--- config.mk ---
export PLATFORM = sky130hd
export DESIGN_NAME = bdalu_core
export DESIGN_NICKNAME = d
export VERILOG_FILES = /design/src/inc/bdalu_pkg.sv /design/src/logic/bdalu_core.sv /design/src/logic/bdalu_nibble.sv
export SDC_FILE = /design/constraint.sdc
export NUM_CORES = 1
export LEC_CHECK = 0
export CORE_MARGIN = 2
export CORE_UTILIZATION = 30
export CTS_BUF_LIST = sky130_fd_sc_hd__clkbuf_8 sky130_fd_sc_hd__clkbuf_16
export DETAILED_ROUTE_END_ITERATION = 12
export DONT_BUFFER_PORTS = 1
export MAX_ROUTING_LAYER = met4
export PLACE_DENSITY_LB_ADDON = 0.05
export SYNTH_ARGS = -nofsm -noshare
export SYNTH_HDL_FRONTEND = slang
export SYNTH_HIERARCHICAL = 1
export SYNTH_SLANG_ARGS = --single-unit
--- constraint.sdc ---
create_clock -name i_clk_sys -period 7.5 [get_ports i_clk_sys]
set_input_delay 0.375 -clock i_clk_sys [delete_from_list [all_inputs] [get_ports i_clk_sys]]
set_output_delay 0.375 -clock i_clk_sys [all_outputs]
set_load 0.05 [all_outputs]
--- src/inc/bdalu_pkg.sv ---
// constants, flag layout and operation codes for the bcd adjust / decrement alu slice
// assumes a single 40 MHz core clock and a register file with a same-cycle read path
// How it works
// - decimal adjust adds 6 to the accumulator low nibble when it is above 9 or digit carry is set.
// - decimal adjust adds 6 to the accumulator high nibble when it is above 9 or carry is set.
// - decrement takes one from the addressed file register and delivers the 8-bit result.
// - destination select 0 sends the decrement result to the accumulator, 1 back to the file.
// - bank access 0 uses the access bank and ignores the bank select register, 1 uses it.
package bdalu_pkg;

  localparam int DATA_W = 8;
  localparam int BANK_W = 4;
  localparam int ADDR_W = 12;
  localparam int FLAG_W = 5;

  // flag vector bit positions
  localparam int FLAG_C  = 0;
  localparam int FLAG_DC = 1;
  localparam int FLAG_Z  = 2;
  localparam int FLAG_OV = 3;
  localparam int FLAG_N  = 4;

  // reset values
  localparam logic [DATA_W-1:0] ACC_RESET  = 8'h00;
  localparam logic [FLAG_W-1:0] FLAG_RESET = 5'h00;

  // nibble correction
  localparam logic [3:0] BCD_MAX    = 4'h9;
  localparam logic [3:0] BCD_ADJUST = 4'h6;

  // access bank split: low half maps to bank 0, high half to the top bank
  localparam logic [DATA_W-1:0] ACCESS_SPLIT = 8'h80;
  localparam logic [BANK_W-1:0] ACCESS_LOW   = 4'h0;
  localparam logic [BANK_W-1:0] ACCESS_HIGH  = 4'hF;

  // decrement constants
  localparam logic [DATA_W-1:0] DEC_ONE     = 8'h01;
  localparam logic [DATA_W-1:0] DEC_OV_EDGE = 8'h80;

  // destination and bank access encodings
  localparam logic DEST_ACC    = 1'b0;
  localparam logic ACCESS_BANK = 1'b0;

  typedef enum logic {
    BDALU_OP_ADJUST = 1'b0,
    BDALU_OP_DEC    = 1'b1
  } bdalu_op_type;

  typedef enum logic {
    BDALU_IDLE = 1'b0,
    BDALU_EXEC = 1'b1
  } bdalu_state_type;

endpackage

--- src/logic/bdalu_core.sv ---
// alu slice: decimal adjust of the accumulator and decrement of a file register
// assumes the register file answers o_file_addr combinationally on i_file_rdata
// and that the decoder pulses i_start only while o_busy is low
`timescale 1ns/1ps
module bdalu_core
  import bdalu_pkg::*;
(
  // clock and reset
  input  wire logic              i_clk_sys,
  input  wire logic              i_resetn,
  // operation request from the decoder
  input  wire logic              i_start,
  input  wire logic              i_op_dec,
  input  wire logic [DATA_W-1:0] i_file_sel,
  input  wire logic              i_dest_sel,
  input  wire logic              i_bank_access,
  input  wire logic [BANK_W-1:0] i_bank_select_register,
  // register file port
  input  wire logic [DATA_W-1:0] i_file_rdata,
  output logic      [ADDR_W-1:0] o_file_addr,
  output logic      [DATA_W-1:0] o_file_wdata,
  output logic                   o_file_we,
  // direct loads of accumulator and flags by the rest of the core
  input  wire logic              i_acc_we,
  input  wire logic [DATA_W-1:0] i_acc_wdata,
  input  wire logic              i_flags_we,
  input  wire logic [FLAG_W-1:0] i_flags_wdata,
  // state
  output logic      [DATA_W-1:0] o_acc,
  output logic                   o_carry,
  output logic                   o_digit_carry_flag,
  output logic                   o_zero,
  output logic                   o_overflow,
  output logic                   o_negative,
  output logic                   o_busy,
  output logic                   o_done
);

  bdalu_state_type state;
  bdalu_state_type next_state;
  bdalu_op_type    op;
  logic            dest;
  logic [DATA_W-1:0] acc;
  logic [FLAG_W-1:0] flags;
  logic [ADDR_W-1:0] file_addr;
  logic [DATA_W-1:0] file_wdata;
  logic              file_we;
  logic              done;

  // address formation
  wire [BANK_W-1:0] access_bank;
  wire [BANK_W-1:0] bank;
  wire [ADDR_W-1:0] next_addr;

  assign access_bank = (i_file_sel < ACCESS_SPLIT) ? ACCESS_LOW : ACCESS_HIGH;
  assign bank        = (i_bank_access == ACCESS_BANK) ? access_bank
                                                       : i_bank_select_register;
  assign next_addr   = {bank, i_file_sel};

  // decimal adjust path
  wire [3:0] adj_lo;
  wire [3:0] adj_hi;
  wire       lo_carry;
  wire       hi_carry;
  wire [DATA_W-1:0] adj_result;

  bdalu_nibble u_lo (
    .i_nibble (acc[3:0]),
    .i_force  (flags[FLAG_DC]),
    .i_carry  (1'b0),
    .o_nibble (adj_lo),
    .o_carry  (lo_carry)
  );

  // high nibble is judged on its original value; the low carry still ripples in
  bdalu_nibble u_hi (
    .i_nibble (acc[7:4]),
    .i_force  (flags[FLAG_C]),
    .i_carry  (lo_carry),
    .o_nibble (adj_hi),
    .o_carry  (hi_carry)
  );

  assign adj_result = {adj_hi, adj_lo};

  // decrement path
  wire [DATA_W:0]   dec_sum;
  wire [DATA_W-1:0] dec_result;
  wire              dec_c;
  wire              dec_dc;
  wire              dec_ov;

  assign dec_sum    = {1'b0, i_file_rdata} - {1'b0, DEC_ONE};
  assign dec_result = dec_sum[DATA_W-1:0];
  // carry and digit carry mean no borrow
  assign dec_c      = ~dec_sum[DATA_W];
  assign dec_dc     = (i_file_rdata[3:0] != 4'h0);
  assign dec_ov     = (i_file_rdata == DEC_OV_EDGE);

  wire [FLAG_W-1:0] dec_flags;
  assign dec_flags = {dec_result[DATA_W-1], dec_ov, (dec_result == 8'h00),
                      dec_dc, dec_c};

  wire [FLAG_W-1:0] adj_flags;
  assign adj_flags = {flags[FLAG_W-1:1], hi_carry};

  // result steering
  wire exec;
  wire exec_dec;
  wire dec_to_acc;
  wire dec_to_file;

  assign exec        = (state == BDALU_EXEC);
  assign exec_dec    = exec & (op == BDALU_OP_DEC);
  assign dec_to_acc  = exec_dec & (dest == DEST_ACC);
  assign dec_to_file = exec_dec & (dest != DEST_ACC);

  logic [DATA_W-1:0] next_acc;
  logic [FLAG_W-1:0] next_flags;

  // alu results win over a same-cycle direct load from the core
  always_comb begin
    next_acc   = acc;
    next_flags = flags;
    if (i_acc_we) begin
      next_acc = i_acc_wdata;
    end
    if (i_flags_we) begin
      next_flags = i_flags_wdata;
    end
    if (exec && op == BDALU_OP_ADJUST) begin
      next_acc   = adj_result;
      next_flags = adj_flags;
    end
    if (dec_to_acc) begin
      next_acc = dec_result;
    end
    if (exec_dec) begin
      next_flags = dec_flags;
    end
  end

  always_comb begin
    next_state = state;
    unique case (state)
      BDALU_IDLE: begin
        if (i_start) begin
          next_state = BDALU_EXEC;
        end
      end
      BDALU_EXEC: begin
        next_state = BDALU_IDLE;
      end
    endcase
  end

  always_ff @(posedge i_clk_sys or negedge i_resetn) begin
    if (!i_resetn) begin
      state <= BDALU_IDLE;
      op    <= BDALU_OP_ADJUST;
      dest  <= 1'b1;
    end else begin
      state <= next_state;
      if (state == BDALU_IDLE && i_start) begin
        op   <= i_op_dec ? BDALU_OP_DEC : BDALU_OP_ADJUST;
        dest <= i_dest_sel;
      end
    end
  end

  always_ff @(posedge i_clk_sys or negedge i_resetn) begin
    if (!i_resetn) begin
      file_addr <= '0;
    end else if (state == BDALU_IDLE && i_start) begin
      file_addr <= next_addr;
    end
  end

  always_ff @(posedge i_clk_sys or negedge i_resetn) begin
    if (!i_resetn) begin
      acc   <= ACC_RESET;
      flags <= FLAG_RESET;
    end else begin
      acc   <= next_acc;
      flags <= next_flags;
    end
  end

  always_ff @(posedge i_clk_sys or negedge i_resetn) begin
    if (!i_resetn) begin
      file_wdata <= '0;
      file_we    <= 1'b0;
      done       <= 1'b0;
    end else begin
      file_we <= dec_to_file;
      done    <= exec;
      if (dec_to_file) begin
        file_wdata <= dec_result;
      end
    end
  end

  assign o_file_addr        = file_addr;
  assign o_file_wdata       = file_wdata;
  assign o_file_we          = file_we;
  assign o_acc              = acc;
  assign o_carry            = flags[FLAG_C];
  assign o_digit_carry_flag = flags[FLAG_DC];
  assign o_zero             = flags[FLAG_Z];
  assign o_overflow         = flags[FLAG_OV];
  assign o_negative         = flags[FLAG_N];
  assign o_busy             = exec;
  assign o_done             = done;

endmodule

--- src/logic/bdalu_nibble.sv ---
// one bcd nibble correction stage with carry in and carry out
// assumes purely combinational use inside the alu slice
`timescale 1ns/1ps
module bdalu_nibble
  import bdalu_pkg::*;
(
  // nibble in
  input  wire logic [3:0] i_nibble,
  input  wire logic       i_force,
  input  wire logic       i_carry,
  // corrected nibble out
  output logic      [3:0] o_nibble,
  output logic            o_carry
);

  wire       do_adjust;
  wire [4:0] sum;

  assign do_adjust = (i_nibble > BCD_MAX) | i_force;
  assign sum       = {1'b0, i_nibble} + {1'b0, (do_adjust ? BCD_ADJUST : 4'h0)}
                     + {4'h0, i_carry};
  assign o_nibble  = sum[3:0];
  assign o_carry   = sum[4];

endmodule

# Word-level counts from Yosys, hierarchy flattened
# Index checks and enable logic that the tools add are counted.
# Widths: inputs -> output; s select.
[totals] regBits=38 inputBits=41 output_inout_bits=36 elab_cells=49
[classes] add_sub_neg=4 magnitude_cmp=3 n_eq_ne=2 mux=13 n_bitwise=9 n_reduce_logical=8
[op_table] op="$mux 8" count=3
[op_table] op="$mux 5" count=3
[op_table] op="$add 4x4->5" count=2
[op_table] op="$sub 8x1->9 const B" count=1
[op_table] op="$eq 8x8->1 const B" count=1
[op_table] op="$gt 4x4->1 const B" count=2
[op_table] op="$logic_not 8->1" count=1
[op_table] op="$lt 8x8->1 const B" count=1
[op_table] op="$mux 4" count=2
[op_table] op="$mux 3" count=2
[op_table] op="$reduce_bool 3->1" count=2
[op_table] op="$add 5x1->5" count=1
[op_table] op="$not 1->1" count=4
[op_table] op="$reduce_bool 4->1" count=1
[op_table] op="$and 1x1->1" count=3
[op_table] op="$logic_and 1x1->1" count=2
[op_table] op="$mux 1" count=2
[op_table] op="$ne 2x2->1 const B" count=1
[op_table] op="$or 1x1->1" count=2
[op_table] op="$pmux 1 s2" count=1
[op_table] op="$reduce_and 2->1" count=1
[op_table] op="$reduce_bool 2->1" count=1

# Logic depth before layout (Yosys ltp)
# Gate-level depths: netlist of the first run.
[depth] word_depth=7 mapped_depth=13 ltp_nobuf=13

# By module
# Netlist of the first run, hierarchy kept.
[modules_own_cells] mod="bdalu_core" n_inst=1 cells_each=178 area_per_inst_um2=1878.1 seq_area_each_um2=952.2
[modules_own_cells] mod="bdalu_nibble" n_inst=2 cells_each=18 area_per_inst_um2=141.4 seq_area_each_um2=0.0

# Least setup slack after synthesis of the first run
# Ideal clock, no wire load.
[synth_timing] kind="flip-flop to flip-flop" from="register acc[3] (netlist: o_acc[3])" to="register flags[0]" setup_ns=0.082 t_arrival_ns=2.667 required_ns=7.418 path_slack_ns=4.751 path_stages_with_launch=14 n_path_buf=0 period_less_slack_ns=2.749 path_cell_list="dfrtp_1 -> o21ai_0 -> nand2b_1 -> inv_1 -> fa_1 -> nor2b_1 -> o21a_1 -> ha_1 -> inv_1 -> fa_1 -> nor2b_1 -> o21a_1 -> nand2b_1 -> a31oi_1"
[synth_between] elab_chain_cells=7
[synth_lines] element="from (decl)" line="bdalu_core.sv:43" rtl="logic [DATA_W-1:0] acc;"
[synth_lines] element="from (signal assigned)" line="bdalu_core.sv:184" rtl="acc <= next_acc;"
[synth_lines] element="$gt 4x4->1" line="bdalu_nibble.sv:19" rtl="assign do_adjust = (i_nibble > BCD_MAX) | i_force;"
[synth_lines] element="$or 1x1->1" line="bdalu_nibble.sv:19"
[synth_lines] element="$mux 3" line="bdalu_nibble.sv:20" rtl="assign sum = {1'b0, i_nibble} + {1'b0, (do_adjust ? BCD_ADJUST : 4'h0)}"
[synth_lines] element="$add 4x4->5 (*)" line="bdalu_nibble.sv:20"
[synth_lines] element="net lo_carry" line="bdalu_core.sv:63" rtl="wire lo_carry;"
[synth_lines] element="$add 5x1->5 (*)" line="bdalu_nibble.sv:21" rtl="+ {4'h0, i_carry};"
[synth_lines] element="net hi_carry" line="bdalu_core.sv:64" rtl="wire hi_carry;"
[synth_lines] element="$mux 5 (*)" line="bdalu_core.sv:131" rtl="if (exec && op == BDALU_OP_ADJUST) begin"
[synth_lines] element="$mux 5 (*)" line="bdalu_core.sv:138" rtl="if (exec_dec) begin"
[synth_lines] element="to (signal assigned)" line="bdalu_core.sv:185" rtl="flags <= next_flags;"
[synth_lines] element="to (decl)" line="bdalu_core.sv:44" rtl="logic [FLAG_W-1:0] flags;"
# The timed path passes the listed nets; every way through them passes the cells marked *. The select of a mux whose other input is x is not followed.
# A chain may end at the register's enable or synchronous reset.

# Final worst setup path of the first run
[layout_timing] from="register acc[2] (netlist: o_acc[2])" to="register flags[0]"
# Same word-level chain as after synthesis.

==> reports/results.tsv, run 1 <==
metric	value	unit
reg2reg_slack	4.49	ns
postCtsHoldBufs	2	
final_design_area_no_fill	2360	µm²
area_growth	9.15	%
drtAntennaViolNets	0	
grt_max_degree	39	
timing.setup.critical_path_class	reg -> reg	
ff_latch_area	952	µm²
via_count_of_the_first_global_routing_pass	1708	
total_half_perimeter_wirelength_after_legalization_and_detailed_placement	4250	µm
place_inst	301	
clock-root-buffer	clkbuf_8	
min-delay-start	i_file_rdata[0]	
fin_crit	3.01	ns
postSynth.topFlopCell	dfrtp_1	
die-width	88.9	µm
worst_endpoint_data_arrival_time	3.21	ns
critical_path.max_stage_delay	0.70	ns
nets	268	
timing.critical_path.max_delay_family	adder cells	
wl	5550	µm
area_taken_by_multi_input_logic_gates	1120	µm²
cts-root-to-sink-buffers	2	
timing.critical_path.fanout_max	5	
layout-drive-gt1-share	0.121	
worstSkewPairLatency	0.28	ns
num_vias	1575	
tritoncts	yes	
synth.yosys.seq_area_share	0.441	
synth_area	2160	µm²
post_cts.resized_instances	0	
final_hold_violation_count	0	
final_period_utilization	0.401	
timing.critical_path.from_type	flip-flop	
peakVddDrop	0.139	mV
unrepaired_setup_endpoints_after_global_routing	no	
layout.filler_cells	725	
diodes	0	
worst-endpoint-required	7.71	ns
pre_cts_slack	4.50	ns
whs_endpoint	o_file_wdata[0]	
cts.sinks	38	
crit-reg2reg-launch	o_acc[2]	
grt_antenna_before_repair	0	
timing.reg2reg.worst_path_depth	13	
cts_buffers	5	
row_count	30	
track_usage	0.150	
power.density	327	nW/µm²
yosys_warnings	6	
routedWlPerCell	17.8	µm
totalNegativeSetupSlack	0	ns
cp_slowest_cell	dfrtp_1	
p_leak	0.992	nW
synth_cell_types	43	
global_route_wire_length_before_repair	8580	µm
rr_endpoint	flags[0]	
post_cts_buffers	0	
whs_path_depth	1	
drt_iter0_drc	76	
min-delay-path-class	in -> reg	
design.core.area	6870	µm²
netlist_instances	214	
max_slew.worst_pin.slew	0.851	ns
cts.reportedPaths.clkPinSlew	0.08	ns
maxSlewViolCount	0	
slew_headroom	0.427	
avgViaCountPerCell	5.06	
setup_violation_total_in_the_final_timing_report	0	
layout_setup_ws	4.49	ns
htree_levels	2	
io-pin-count	77	
cp-end-kind	flip-flop	
floorplan.initialDensity	0.315	
grt_overflow	0	
drtPass1Iterations	4	
port_buffers	0	
placed_cell_area	2250	µm²
finalNonFillerCells	311	
avgSynthCellArea	10.1	µm²
worstPathCellList	o21ai_0, nand2b_1, inv_1, fa_1, nor2b_1, o21a_1, ha_1, inv_1, fa_1, nor2b_1, o21a_1, nand2b_1, a31oi_1	
floorplan.die_area	7900	µm²
synth_async_sr_flop_share	1.00	
fin_worst_skew	0.00579	ns
postSynthNetCount	268	
critical_path_buffer_and_inverter_count	2	
maxCapViolCount	0	
timing.fmax	332	MHz
outcome	finished, final reports clean	
finalWeightedCongestion	0.804	
synth_seq_cells	38	
synth_enable_flop_cells	0	
die_height	88.9	µm
drt_drc_violations_left	0	
## how the worst max path moves through the flow
stage | startpoint | end | slack, ns | depth (start not counted)
after floorplan | o_acc[3] | flags[0] | 4.75 | 13
after global placement | o_acc[3] | flags[0] | 4.61 | 13
after detailed placement | o_acc[2] | flags[0] | 4.50 | 13
after CTS | o_acc[2] | flags[0] | 4.46 | 13
after global routing | o_acc[3] | flags[0] | 4.26 | 13
final | o_acc[2] | flags[0] | 4.49 | 13
## worst reg2reg max path, cell delays in order (launching register included)
cell and delay, ns:
dfrtp_1 0.70, o21ai_0 0.19, nand2b_1 0.19, inv_1 0.08
fa_1 0.43, nor2b_1 0.13, o21a_1 0.12, ha_1 0.17
inv_1 0.06, fa_1 0.40, nor2b_1 0.13, o21a_1 0.12
nand2b_1 0.05, a31oi_1 0.16
## per-stage QoR
| step | power [mW] | util | hold slack (ns) |
|---|---|---|---|
| after floorplan | 0.592 | - | 0.0794 |
| after global placement | 0.631 | 0.327 | 0.0808 |
| after detailed placement | 0.636 | 0.327 | 0.0809 |
| after CTS | 0.783 | 0.343 | 0.193 |
| after global routing | 0.826 | 0.343 | 0.196 |
| final | 0.771 | 0.343 | 0.202 |
## flip-flops by register name (all words and copies together), names as in the netlist
register / flops
dest: 1
flags: 5
o_acc: 8
o_busy: 1
o_done: 1
o_file_addr: 12
o_file_wdata: 8
o_file_we: 1
op: 1
## layer usage
layer | vias to the layer above | wire (µm) | global-route usage
met2 | 40 | 2590 | 0.220
met5 | - | 0 | -
met3 | 4 | 332 | 0.0392
met1 | 777 | 2580 | 0.203
li1 | 754 | - | -
met4 | 0 | 44 | 0.0468
## power by group
| part | total (mW) | internal [mW] | leakage (nW) | switching, mW |
|---|---|---|---|---|
| logic | 0.179 | 0.0876 | 0.494 | 0.0909 |
| clock network | 0.133 | 0.0631 | 0.0491 | 0.0704 |
| registers | 0.459 | 0.248 | 0.449 | 0.211 |
## cells in the mapped netlist (4+ instances only)
cell      number  share of area
nor2b_1        9          0.026
xor2_1         5          0.020
o21ai_0       12          0.028
a21oi_1       16          0.037
mux2_2        13          0.068
nor2_1        14          0.024
dfrtp_1       37           0.43
a211oi_1       4          0.014
ha_1          11          0.064
nand2_1       14          0.024
nand2b_1       6          0.017
mux2i_1        6          0.028
xnor2_1        5          0.020
inv_1         11          0.019
nand3_1        5          0.012
clkbuf_1       8          0.014
## cell families (layout without fill, tap and decap cells)
group,Yosys count,in the layout,share of synthesized area
compound gates,52,52,0.150
xor+xnor,10,10,0.0405
fa+ha+maj,13,13,0.0822
buf+inv,22,23,0.0423
flops,38,38,0.441
mux,19,19,0.0955
other cells,1,1,0.00174
simple gates,59,59,0.147
## cell type report
class                   count  area share
clock buffers               5      0.0292
flip-flops and latches     38       0.404
clock inverters             3     0.00584
inverters                  11      0.0175
multi-input cells         154       0.474
well taps                  96      0.0509
repair buffers              4      0.0191
## cell usage in the layout (no fill, tap or decap), drive strengths merged, types with 2 or more instances in the layout
cell type | netlist | layout
nor2b | 9 | 9
o21a | 2 | 2
nand2b | 6 | 6
a21oi | 16 | 16
dfrtp | 37 | 37
a221oi | 2 | 2
nand3 | 5 | 5
mux2i | 6 | 6
nor3 | 2 | 2
buf | 3 | 3
a211oi | 4 | 4
fa | 2 | 2
or3 | 2 | 2
clkinv | 0 | 2
nand2 | 14 | 14
xnor2 | 5 | 5
inv | 11 | 12
nor2 | 14 | 14
xor2 | 5 | 5
o21ai | 12 | 12
a31oi | 3 | 3
o2bb2ai | 3 | 3
clkbuf | 8 | 5
o22ai | 3 | 3
nor4 | 2 | 2
ha | 11 | 11
mux2 | 13 | 13
Power figures use the tool's default switching activity.
==> run 2: changes to the inputs <==
Clock period 7.5 ns to 2.85 ns, I/O delays scaled along.
==> reports/results.tsv, run 2 (synthesis gave the netlist of run 1 again) <==
metric	value	unit	change
drtPass1Iterations	4		unchanged
grt_antenna_before_repair	0		unchanged
via_count_of_the_first_global_routing_pass	1636		-4.2%
floorplan.die_area	7900	µm²	unchanged
diodes	0		unchanged
switchingPower	1000	µW	+170%
final_design_area_no_fill	2530	µm²	+7.4%
layout_setup_ws	0.208	ns	-4.28 ns
slew_headroom	0.552		+0.125
drt_drc_violations_left	0		unchanged
share_comb_of_total_power	0.293		+0.061
pre_cts_slack	0.247	ns	-4.25 ns
cts-root-to-sink-buffers	2		unchanged
timing.hold.ws	0.0265	ns	-0.176 ns
port_buffers	0		unchanged
design.core.area	6870	µm²	unchanged
reg2reg_slack	0.21	ns	-4.28 ns
layout_common_cells	dfrtp_1, a21oi_1, nor2_1, nand2_1, mux2_2		
die_height	88.9	µm	unchanged
cp_slowest_cell	fa_1		
io-pin-count	77		unchanged
area_taken_by_multi_input_logic_gates	1120	µm²	unchanged
layout.filler_cells	701		-3.3%
p_leak	1.07	nW	+7.8%
cp-end-kind	flip-flop		
worst-endpoint-required	3.06	ns	-4.65 ns
worstSkewPairLatency	0.29	ns	about the same
row_count	30		unchanged
post_cts_buffers	0		unchanged
cts_buffers	5		unchanged
unrepaired_setup_endpoints_after_global_routing	no		
grt_util_met2	0.217		-0.00271
cts.sinks	38		unchanged
grt-busiest-layer	met2		
largest_reg_flops	12		unchanged
num_vias	1631		+3.6%
drt_iter0_drc	46		-39%
final_hold_violation_count	0		unchanged
routedWlPerCell	17.0	µm	-4.7%
power.density	837	nW/µm²	+160%
wl	5590	µm	+0.81%
p_int	1.12	mW	+180%
max_slew.worst_pin.slew	0.670	ns	-0.181 ns
timing.critical_path.from_type	flip-flop		
critical_path.max_stage_delay	0.44	ns	-0.26 ns
clock-root-buffer	clkbuf_8		
p_seq_frac	0.523		-0.072
track_usage	0.150		-0.000200
timing.fmax	379	MHz	+14%
fin_worst_skew	0.00460	ns	-0.00120 ns
finalWeightedCongestion	0.819		+1.9%
area_growth	17.3	%	
ff_latch_area	952	µm²	unchanged
peakVddDrop	0.402	mV	+190%
final_period_utilization	0.927		+0.526
timing.critical_path.max_delay_family	adder cells		
timing.critical_path.fanout_max	5		unchanged
die-width	88.9	µm	unchanged
layout_commonest_cell	dfrtp_1		
total_half_perimeter_wirelength_after_legalization_and_detailed_placement	4250	µm	+0.12%
htree_levels	2		unchanged
placed_cell_area	2300	µm²	+2.3%
outcome	finished, final reports clean		
share_of_total_power_in_the_clock_network	0.184		+0.011
maxCapViolCount	0		unchanged
setup_violation_total_in_the_final_timing_report	0		unchanged
critical_path_buffer_and_inverter_count	2		unchanged
drtAntennaViolNets	0		unchanged
switching_share	0.471		-0.0110
grt.met1_usage	0.203		+0.000579
gr-usage-met3	0.0476		+0.00840
floorplan.initialDensity	0.315		unchanged
timing.setup.critical_path_class	reg -> reg		
worst_endpoint_data_arrival_time	2.85	ns	-0.36 ns
grt_overflow	0		unchanged
cts.reportedPaths.clkPinSlew	0.08	ns	about the same
min-delay-path-class	in -> reg		
fin_crit	2.64	ns	-0.366 ns
tritoncts	yes		
grt_max_degree	39		unchanged
totalNegativeSetupSlack	0	ns	unchanged
global_route_wire_length_before_repair	8670	µm	+1.0%
layout-drive-gt1-share	0.146		+0.0250
nets	286		+6.7%
avgViaCountPerCell	4.96		-2.1%
maxSlewViolCount	0		unchanged
worstPathCellList	o21ai_0, nand2b_1, inv_1, fa_1, nor2b_1, o21a_1, ha_1, inv_1, fa_1, nor2b_1, o21a_1, nand2b_1, a31oi_1		
power.total	2.12	mW	+180%
==> run 2: cell types whose count changed in the layout (fill, tap and decap cells not counted), sizes merged <==
cell and change:
clkbuf +1, dlygate4sd3 +11, buf +7, inv -1, clkinvlp +1, clkinv -1
==> run 2: worst paths after layout <==
path                            cells after the start             from         endpoint
worst max-delay path                               13         o_acc[1]         flags[0]
worst min-delay path                                2  i_file_rdata[5]         flags[2]
worst max register to register                     13         o_acc[1]         flags[0]
worst min register to register                      2         o_acc[1]         o_acc[1]
max in group asynchronous                           2         i_resetn             dest
min in group asynchronous                           2         i_resetn  o_file_wdata[7]
==> run 2: metal layers <==
layer / part of all wire / vias to the layer above
met5: 0 / -
met4: 0.0079 / 0
met3: 0.064 / 4
met2: 0.47 / 39
met1: 0.46 / 799
li1: - / 789
==> run 2: repair_timing <==
item	4_1_cts	5_1_grt
resized for setup	0	0
endpoints found under the hold margin	49	0
hold buffers	13	0
==> run 2: layout make-up <==
| cell class | count | area share |
|---|---|---|
| multi-input combinational | 154 | 0.441 |
| sequential | 38 | 0.376 |
| timing repair buffer | 22 | 0.0820 |
| tap | 96 | 0.0474 |
| clock buffer | 6 | 0.0326 |
| inverter | 11 | 0.0163 |
| clock inverter | 2 | 0.00494 |
==> run 2: power by group through the flow <==
stage / sequential, mW / combinational [mW] / clock [mW]
6_report: 1.11 / 0.622 / 0.390
4_1_cts: 1.11 / 0.623 / 0.407
2_1_floorplan: 1.17 / 0.389 / 0
3_3_place_gp: 1.12 / 0.579 / 0
3_5_place_dp: 1.12 / 0.592 / 0
5_1_grt: 1.13 / 0.693 / 0.432
==> run 2: through the flow <==
step | instances | util
2_1_floorplan | 214 | -
3_3_place_gp | 308 | 0.335
3_5_place_dp | 308 | 0.335
4_1_cts | 329 | 0.369
5_1_grt | 329 | 0.369
6_report | 329 | 0.369
==> run 3: changes to the inputs <==
Settings changed: PLACE_DENSITY set to 0.43, PLACE_DENSITY_LB_ADDON 0.05 to not set.
==> reports/results.tsv, run 3 (synthesis gave the netlist of run 1 again) <==
metric	value	unit	change
largest_reg_flops	12		unchanged
timing.critical_path.from_type	flip-flop		
p_leak	1.07	nW	+0.26%
postCtsHoldBufs	13		unchanged
via_count_of_the_first_global_routing_pass	1696		+3.7%
timing.setup.critical_path_class	reg -> reg		
final_core_util	0.372		+0.00273
floorplan.die_area	7900	µm²	unchanged
cp-end-kind	flip-flop		
tritoncts	yes		
die_height	88.9	µm	unchanged
layout-drive-gt1-share	0.146		unchanged
slew_headroom	0.614		+0.0619
fin_worst_skew	0.00335	ns	-0.00125 ns
peakVddDrop	0.303	mV	-25%
max_slew.worst_pin.slew	0.578	ns	-0.0914 ns
layout_commonest_cell	dfrtp_1		
timing.critical_path.fanout_max	5		unchanged
nets	286		unchanged
fin_crit	2.60	ns	-0.0370 ns
row_count	30		unchanged
place_inst	308		unchanged
total_half_perimeter_wirelength_after_legalization_and_detailed_placement	4210	µm	-0.90%
diodes	0		unchanged
post_cts_buffers	0		unchanged
clock-root-buffer	clkbuf_8		
drtPass1Iterations	4		unchanged
grt_antenna_before_repair	0		unchanged
htree_levels	2		unchanged
floorplan.initialDensity	0.315		unchanged
final_period_utilization	0.914		-0.0130
timing.fmax	384	MHz	+1.4%
cts.reportedPaths.clkPinSlew	0.08	ns	about the same
drtAntennaViolNets	0		unchanged
unrepaired_setup_endpoints_after_global_routing	no		
final_hold_violation_count	0		unchanged
power.total	2.18	mW	+2.9%
design.core.area	6870	µm²	unchanged
grt_max_degree	39		unchanged
post_cts.resized_instances	0		unchanged
num_vias	1584		-2.9%
worst-endpoint-required	3.07	ns	about the same
finalNonFillerCells	329		unchanged
global_route_wire_length_before_repair	8550	µm	-1.4%
io-pin-count	77		unchanged
outcome	finished, final reports clean		
cts_buffers	5		unchanged
cts-root-to-sink-buffers	2		unchanged
track_usage	0.152		+0.00196
totalNegativeSetupSlack	0	ns	unchanged
maxCapViolCount	0		unchanged
cts.sinks	38		unchanged
area_growth	18.1	%	
worst_endpoint_data_arrival_time	2.82	ns	-0.03 ns
avgViaCountPerCell	4.81		-2.9%
drt_drc_violations_left	0		unchanged
die-width	88.9	µm	unchanged
port_buffers	0		unchanged
finalWeightedCongestion	0.818		about the same
wl	5540	µm	-0.97%
power.density	855	nW/µm²	+2.2%
routedWlPerCell	16.8	µm	-0.97%
layout_common_cells	dfrtp_1, a21oi_1, nor2_1, nand2_1, mux2_2		
drt_iter0_drc	98		+110%
setup_violation_total_in_the_final_timing_report	0		unchanged
worstSkewPairLatency	0.29	ns	about the same
grt_overflow	0		unchanged
min-delay-path-class	in -> reg		
maxSlewViolCount	0		unchanged
[run 3: stage by stage]
| step | setup WS [ns] | hold slack [ns] | cell area (µm²) |
|---|---|---|---|
| after floorplan | 0.101 | -0.153 | 2160 |
| after global placement | 0.376 | -0.152 | 2300 |
| after detailed placement | 0.269 | -0.152 | 2300 |
| after CTS | 0.237 | 0.0267 | 2550 |
| after global routing | 0.0189 | 0.0398 | 2550 |
| final | 0.245 | 0.0280 | 2550 |
[run 3: layer usage]
layer / share of wire / up-vias / global-route usage / routed length, µm
met4: 0.0085 / 0 / 0.0413 / 47
met3: 0.086 / 4 / 0.0550 / 479
met1: 0.44 / 742 / 0.193 / 2430
met5: 0 / - / - / 0
li1: - / 788 / - / -
met2: 0.47 / 50 / 0.229 / 2580
[run 3: final cells by class]
| cell class | instances | area, µm² |
|---|---|---|
| fillers | 687 | 4320 |
| multi-input cells | 154 | 1120 |
| flip-flops and latches | 38 | 952 |
| repair buffers | 22 | 208 |
| well taps | 96 | 120 |
| clock buffers | 5 | 68.8 |
| clock inverters | 3 | 45.0 |
| inverters | 11 | 41.3 |
[run 3: path summary, 6_finish.rpt]
kind	start	to	slack, ns	depth (start not counted)
min in group asynchronous	i_resetn	o_file_wdata[7]	0.29	2
setup reg to reg	o_acc[1]	flags[0]	0.25	13
max in group asynchronous	i_resetn	dest	2.30	2
hold reg to reg	o_acc[1]	o_acc[1]	0.59	2
hold / removal	i_file_rdata[7]	flags[4]	0.03	2
setup / recovery	o_acc[1]	flags[0]	0.25	13
[run 3: worst max-delay path, stage by stage, from the launching register on]
cell and delay [ns]:
dfrtp_1 0.42, o21ai_0 0.09, nand2b_1 0.15, inv_1 0.08
fa_1 0.43, nor2b_1 0.15, o21a_1 0.12, ha_1 0.16
inv_1 0.06, fa_1 0.40, nor2b_1 0.13, o21a_1 0.12
nand2b_1 0.06, a31oi_1 0.16
[run 3: power by group]
group / total [mW] / leakage [nW] / internal (mW) / switching [mW]
Clock: 0.466 / 0.0504 / 0.260 / 0.206
Sequential: 1.12 / 0.449 / 0.655 / 0.462
Combinational: 0.599 / 0.573 / 0.269 / 0.331
Total: 2.18 / 1.07 / 1.18 / 0.999
